==> config.mk <==
export PLATFORM = sky130hd
export DESIGN_NAME = sram_host
export DESIGN_NICKNAME = d
export VERILOG_FILES = /design/src/hdl/sram_ctrl_pkg.sv /design/src/hdl/sram_host.sv
export SDC_FILE = /design/constraint.sdc
export NUM_CORES = 1
export LEC_CHECK = 0
export BUFFER_PORTS_ARGS = -buffer_cell sky130_fd_sc_hd__buf_2
export CAP_MARGIN = 30
export CORE_MARGIN = 5
export CORE_UTILIZATION = 35
export DETAILED_ROUTE_END_ITERATION = 12
export PLACE_DENSITY = 0.65
export REMOVE_ABC_BUFFERS = 1
export SLEW_MARGIN = 10
export SYNTH_ARGS = -nofsm -noshare
export SYNTH_HDL_FRONTEND = slang
export SYNTH_SLANG_ARGS = --single-unit
==> constraint.sdc <==
create_clock -name clk -period 2.8 [get_ports clk]
set_input_delay 0 -clock clk [delete_from_list [all_inputs] [get_ports clk]]
set_output_delay 0 -clock clk [all_outputs]
set_load 0.01 [all_outputs]
==> src/hdl/sram_ctrl_pkg.sv <==
package sram_ctrl_pkg;

  // ==========================================================================
  // Geometry
  localparam int ADDR_W = 18;
  localparam int DATA_W = 16;
  localparam int LANE_W = 8;
  localparam int LANES = 2;

  // ==========================================================================
  // Timing, figures in ns (recovery in ms) and counts at the 20 MHz clock
  localparam int CLK_PERIOD_NS = 50;
  localparam int T_CYCLE_NS = 40;
  localparam int T_SELECT_TO_END_NS = 35;
  localparam int T_ACCESS_NS = 40;
  localparam int T_RELEASE_NS = 20;
  localparam int T_RECOVERY_MS = 5;
  localparam int NS_PER_MS = 1000000;

  // Least times round up, none below one cycle.
  function automatic int ceil_cycles(input int ns);
    int c;
    c = (ns + CLK_PERIOD_NS - 1) / CLK_PERIOD_NS;
    return (c < 1) ? 1 : c;
  endfunction

  localparam int CYC_WRITE = ceil_cycles(T_SELECT_TO_END_NS);
  localparam int CYC_READ = ceil_cycles(T_ACCESS_NS);
  localparam int CYC_RELEASE = ceil_cycles(T_RELEASE_NS);
  localparam int CYC_RECOVERY = ceil_cycles(T_RECOVERY_MS * NS_PER_MS);
  localparam int CNT_W = 17;

  // ==========================================================================
  // Carriers
  typedef struct packed {
    logic write;
    logic [ADDR_W-1:0] addr;
    logic [DATA_W-1:0] wdata;
    logic [LANES-1:0] lane_en;
  } req_s;

  typedef struct packed {
    logic select_active_low;
    logic select_active_high;
    logic output_enable_n;
    logic read_write;
    logic low_byte_enable_n;
    logic upper_byte_enable_n;
  } ctrl_s;

  localparam ctrl_s CTRL_IDLE = '{1'b1, 1'b0, 1'b1, 1'b1, 1'b1, 1'b1};

endpackage

==> src/hdl/sram_host.sv <==
`timescale 1ns/1ps
// Contract
// - Read: write-high, selected, output enable low
// - Never drive data while device drives
// - Each cycle lasts at least 40 ns
// - Select held 35 ns before write end
// - Byte enable held 35 ns before end
// - Wait 5 ms after retention before access
module sram_host #(
  parameter int RECOVERY_CYCLES = sram_ctrl_pkg::CYC_RECOVERY
) (
  input wire logic clk,
  input wire logic rst_n,
  // Request side
  input wire logic req_valid,
  input wire sram_ctrl_pkg::req_s req,
  output logic req_ready,
  output logic rsp_valid,
  output logic [sram_ctrl_pkg::DATA_W-1:0] rsp_rdata,
  // Retention control
  input wire logic retain,
  output logic retained,
  // Memory pins
  output logic [sram_ctrl_pkg::ADDR_W-1:0] word_address,
  output sram_ctrl_pkg::ctrl_s ctrl,
  input wire logic [sram_ctrl_pkg::DATA_W-1:0] data_in,
  output logic [sram_ctrl_pkg::DATA_W-1:0] data_out,
  output logic [sram_ctrl_pkg::LANES-1:0] data_oe
);

  typedef enum logic [2:0] {ST_RECOVER, ST_IDLE, ST_WRITE, ST_WEND, ST_READ, ST_REND, ST_RETAIN} state_e;

  state_e state_q;
  logic [sram_ctrl_pkg::CNT_W-1:0] cnt_q;
  logic [sram_ctrl_pkg::DATA_W-1:0] sync1_q;
  logic [sram_ctrl_pkg::DATA_W-1:0] sync2_q;
  logic retain_s1_q;
  logic retain_s2_q;
  logic take;
  logic write_done;
  logic read_done;
  logic [sram_ctrl_pkg::LANES-1:0] lanes_q;
  wire logic [sram_ctrl_pkg::DATA_W-1:0] lane_mask;

  assign take = req_ready && req_valid;
  assign write_done = (state_q == ST_WRITE) && (cnt_q >= sram_ctrl_pkg::CNT_W'(sram_ctrl_pkg::CYC_WRITE - 1));
  assign read_done = (state_q == ST_READ) && (cnt_q >= sram_ctrl_pkg::CNT_W'(sram_ctrl_pkg::CYC_READ + 1));

  // ==========================================================================
  // Input synchronisers
  always_ff @(posedge clk or negedge rst_n) begin
    if (!rst_n) begin
      sync1_q <= '0;
      sync2_q <= '0;
    end else begin
      sync1_q <= data_in;
      sync2_q <= sync1_q;
    end
  end

  always_ff @(posedge clk or negedge rst_n) begin
    if (!rst_n) begin
      retain_s1_q <= 1'b0;
      retain_s2_q <= 1'b0;
    end else begin
      retain_s1_q <= retain;
      retain_s2_q <= retain_s1_q;
    end
  end

  // ==========================================================================
  // Sequencer
  // Every phase lasts whole 50 ns clocks, so 40 ns cycle minimums are met with margin.
  always_ff @(posedge clk or negedge rst_n) begin
    if (!rst_n) begin
      state_q <= ST_RECOVER;
      cnt_q <= '0;
    end else begin
      case (state_q)
        ST_RECOVER: begin
          if (cnt_q >= sram_ctrl_pkg::CNT_W'(RECOVERY_CYCLES - 1)) begin
            state_q <= ST_IDLE;
            cnt_q <= '0;
          end else begin
            cnt_q <= cnt_q + 1'b1;
          end
        end
        ST_IDLE: begin
          cnt_q <= '0;
          if (take) begin
            state_q <= req.write ? ST_WRITE : ST_READ;
          end else if (retain_s2_q) begin
            state_q <= ST_RETAIN;
          end
        end
        ST_WRITE: begin
          if (cnt_q >= sram_ctrl_pkg::CNT_W'(sram_ctrl_pkg::CYC_WRITE - 1)) begin
            state_q <= ST_WEND;
            cnt_q <= '0;
          end else begin
            cnt_q <= cnt_q + 1'b1;
          end
        end
        ST_WEND: begin
          state_q <= ST_IDLE;
        end
        ST_READ: begin
          if (cnt_q >= sram_ctrl_pkg::CNT_W'(sram_ctrl_pkg::CYC_READ + 1)) begin
            state_q <= ST_REND;
            cnt_q <= '0;
          end else begin
            cnt_q <= cnt_q + 1'b1;
          end
        end
        ST_REND: begin
          // Bus turnaround: the device may still drive for up to 20 ns.
          if (cnt_q >= sram_ctrl_pkg::CNT_W'(sram_ctrl_pkg::CYC_RELEASE - 1)) begin
            state_q <= ST_IDLE;
            cnt_q <= '0;
          end else begin
            cnt_q <= cnt_q + 1'b1;
          end
        end
        ST_RETAIN: begin
          cnt_q <= '0;
          if (!retain_s2_q) begin
            state_q <= ST_RECOVER;
          end
        end
        default: begin
          state_q <= ST_IDLE;
        end
      endcase
    end
  end

  // ==========================================================================
  // Pin drivers
  // Write-low is set together with selection and released last, so the device never drives.
  always_ff @(posedge clk or negedge rst_n) begin
    if (!rst_n) begin
      ctrl <= sram_ctrl_pkg::CTRL_IDLE;
      word_address <= '0;
      data_out <= '0;
      data_oe <= '0;
    end else begin
      if (state_q == ST_IDLE && take) begin
        word_address <= req.addr;
        data_out <= req.wdata;
        ctrl.select_active_low <= 1'b0;
        ctrl.select_active_high <= 1'b1;
        ctrl.low_byte_enable_n <= ~req.lane_en[0];
        ctrl.upper_byte_enable_n <= ~req.lane_en[1];
        ctrl.read_write <= ~req.write;
        ctrl.output_enable_n <= req.write;
        data_oe <= req.write ? req.lane_en : '0;
      end else if (write_done) begin
        // Strobes end first; write-low and data stay one more clock.
        ctrl.select_active_low <= 1'b1;
        ctrl.select_active_high <= 1'b0;
        ctrl.low_byte_enable_n <= 1'b1;
        ctrl.upper_byte_enable_n <= 1'b1;
      end else if (state_q == ST_WEND) begin
        ctrl <= sram_ctrl_pkg::CTRL_IDLE;
        data_oe <= '0;
      end else if (read_done) begin
        ctrl <= sram_ctrl_pkg::CTRL_IDLE;
      end
    end
  end

  // ==========================================================================
  // Read lanes
  always_ff @(posedge clk or negedge rst_n) begin
    if (!rst_n) begin
      lanes_q <= '0;
    end else if (take) begin
      lanes_q <= req.lane_en;
    end
  end

  // A disabled lane floats at the memory, so it reads back as zero rather than as noise.
  for (genvar lane = 0; lane < sram_ctrl_pkg::LANES; lane++) begin : g_lane_mask
    assign lane_mask[lane*sram_ctrl_pkg::LANE_W +: sram_ctrl_pkg::LANE_W] = {sram_ctrl_pkg::LANE_W{lanes_q[lane]}};
  end

  // ==========================================================================
  // Response
  always_ff @(posedge clk or negedge rst_n) begin
    if (!rst_n) begin
      rsp_valid <= 1'b0;
      rsp_rdata <= '0;
    end else begin
      // Sample while the strobes are still asserted, two clocks after data settled.
      rsp_valid <= read_done;
      if (read_done) begin
        rsp_rdata <= sync2_q & lane_mask;
      end
    end
  end

  // ==========================================================================
  // Handshake and status
  always_ff @(posedge clk or negedge rst_n) begin
    if (!rst_n) begin
      req_ready <= 1'b0;
      retained <= 1'b0;
    end else begin
      // Ready drops once retention is pending; a request taken in that same edge is still served first.
      req_ready <= (state_q == ST_IDLE) && !take && !retain_s2_q;
      retained <= (state_q == ST_RETAIN);
    end
  end

endmodule // sram_host

==> out/qor.txt <==
Crit path to - cnt_q[2]
Total track usage - 14.9%
Total Wirelength - 10300 um
GRT Residual Overflow - 0
Tmin final - 2.28 ns
Chip Height - 121 um
Seq/Total Area, Yosys - 67.8%
DR vias - 3454
Least-Margin Pin Slew - 0.788 ns
Commonest non-fill, non-tap cells in the layout - nand2_1 (146), buf_2 (116), dfrtp_1 (112)
Hold Fails Final Rpt - 0
Antenna diodes - 0
Slew Limit Fails - 0
Final Cycle Share - 81.6%
Worst hold slack - 0.0541 ns
Largest net degree at the start of global routing - 63
Synth Instances - 406
Delay of the slowest critical-path stage - 0.57 ns
Synthesized area - 4330 um^2
Crit-path cells - nor4_2, nand2_1, or4b_4, a21oi_2, nor3_1
Num ports - 118
Post-route ant nets - 0
CTS sink count - 117
Initial DRC count - 148
Max Cap Violations - 0
Worst Path Arrival - 2.55 ns
Setup Viol. Count Final - 0
Worst path slowest cell - or4b_4
Slew margin rel. - 47.4%
Worst Setup SP - cnt_q[12]
Tightest Hold Check Type - input pin to register
CTS clk-pin slew, worst paths - 0.06 ns
RSZ-0062 raised after global routing - no
WL/cell - 13.4 um
Fin Clk Skew - 0.00628 ns
Syn avg cell area - 10.7 um^2
Synth Register Bits - 117
Yosys warns - 0
Core area - 12100 um^2
Setup TNS - 0 ns
Area Growth Syn to Fin - 43.7%
Starting Density - 35.9%
Post-Synth Adder-Cell Area - 0.578%
Drt via density - 4.51
Compound-cell area share of the yosys netlist - 6.30%
Crit. End Element - register
WP data required - 3.07 ns
Fillers - 1061
Leakage - 0.00315 uW
Crit path max fanout - 15
# DRC - 0
CTS buffer count - 17
First-pass detailed-route iteration total - 4
First-pass GRT wire length - 17200 um
Critical Path Start Type - register
Yosys cell types - 37
Flop-to-flop setup slack - 0.52 ns
Root Buffer - clkbuf_16
Largest family of logic cells by synthesized area - simple AND/OR/NAND/NOR gates
Commonest non-fill, non-tap cell in the layout - nand2_1
Share of layout cells above drive strength 1 - 27.4%
Nets - 644
Multi-input gate area - 1310 um^2
Vias in the first global route - 3523
Port buffer count - 117
Routability cong. - 0.781
Max Clk Rate - 438 MHz
Total area of sequential cells - 2930 um^2
Die Area - 14700 um^2
Max IR drop VDD - 0.000484 V
Clock Latency Late Sink - 0.41 ns
Initial antenna violation count - 0
XOR/XNOR Fraction of Synth Area - 2.63%
Mux cell area share after synthesis - 0.520%
Worst r2r src - cnt_q[12]
Post-synthesis simple-gate area fraction - 20.1%
CTS tree - yes
Htree depth - 4
PwrDens - 947 nW/um^2
R2R depth - 5
Reg-to-Reg End - cnt_q[2]
Outcome - finished, final reports clean
Final HPWL from detailed placement - 6460 um
Die Width - 121 um
Kind of critical path - register to register
CTS Buffer Depth - 2
Rows - 40
==> worst min-delay path by stage <==
stage	start	endpoint	slack [ns]	cells after the start
after floorplan	rst_n	cnt_q[0]	-0.30	0
after global placement	data_in[8]	sync1_q[8]	0.11	1
after detailed placement	data_in[15]	sync1_q[15]	0.11	1
after CTS	req_valid	req_ready	0.02	3
after global routing	req_valid	req_ready	0.07	3
final	req_valid	req_ready	0.05	3
==> critical path: cells and delay by family, from the launching register on <==
family | cells | cell delay [ns]
flops | 1 | 0.43
compound gates | 1 | 0.53
simple gates | 4 | 1.18
==> cell families (layout without fill, tap and decap cells) <==
kind of cell,count (synthesis),after routing
mux,2,2
xor+xnor,13,13
compound gates,45,45
simple gates,205,205
fa+ha+maj,2,2
buf+inv,22,214
flops,117,117
==> area by class of cell <==
| cell class | count | area share (%) |
|---|---|---|
| Sequential cell | 117 | 47.2 |
| Tap cell | 168 | 3.38 |
| Timing Repair Buffer | 176 | 19.0 |
| Multi-Input combinational cell | 267 | 21.1 |
| Clock inverter | 11 | 1.63 |
| Inverter | 6 | 0.362 |
| Clock buffer | 21 | 7.40 |
==> report_power, final <==
| group | switching [uW] | internal [uW] | total [uW] |
|---|---|---|---|
| Sequential | 303 | 2150 | 2460 |
| Combinational | 806 | 600 | 1410 |
| Clock | 765 | 1270 | 2030 |
| Total | 1870 | 4020 | 5890 |
==> metrics by stage <==
stage / utilization [%] / worst slack [ns] / cell area (um^2) / instances / total power (uW)
2_1_floorplan: - / 0.136 / 4260 / 390 / 3160
3_3_place_gp: 42.3 / 0.520 / 5110 / 679 / 3790
3_5_place_dp: 42.3 / 0.449 / 5110 / 679 / 3840
4_1_cts: 51.6 / 0.445 / 6220 / 766 / 5960
5_1_grt: 51.6 / 0.346 / 6220 / 766 / 6260
6_report: 51.6 / 0.516 / 6220 / 766 / 5890
==> synth_stat cells, drive strengths merged <==
master,count,area (um^2)
a21oi,6,33.8
o211a,1,10.0
nand4,6,37.5
a31o,1,8.76
nor4,3,25.0
nand2,146,548
o21bai,1,7.51
xnor2,4,35.0
o21a,1,7.51
nor3,7,35.0
o22a,1,8.76
dfstp,5,131
xor2,9,78.8
nand3b,1,7.51
mux2,2,22.5
inv,6,22.5
nand3,9,45.0
buf,3,20.0
dfrtp,112,2800
nand2b,3,18.8
and2,1,6.26
and3,5,31.3
nor2b,2,12.5
a21boi,1,7.51
ha,2,25.0
or4b,1,13.8
a32o,2,20.0
nor2,19,71.3
a2bb2oi,3,26.3
clkbuf,13,48.8
and4,2,17.5
o21ai,27,135
o31ai,1,7.51
==> routing by layer <==
metal  up-vias  track usage, %  part of all wire, %
met4         0            5.39                  1.6
met3        18            6.29                  7.4
met5         -               0                    0
met2        96            24.1                   49
met1      1660            17.9                   42
li1       1680               -                    -
==> state kept, by name (all words and copies together) (netlist names) <==
register and count:
word_address 18, sync1_q 16, rsp_rdata 16, lanes_q 2, cnt_q 17, retain_s2_q 1, rsp_valid 1, retained 1
data_oe 2, ctrl 6, sync2_q 16, state_q 3, req_ready 1, data_out 16, retain_s1_q 1
==> repair_timing <==
| action | 4_1_cts | 5_1_grt |
|---|---|---|
| hold buffers | 55 | 0 |
| setup buffers | 0 | 0 |
| hold endpoints to repair | 121 | 0 |
| resized for setup | 0 | 0 |
No activity file was read; power rests on OpenSTA's default activity.
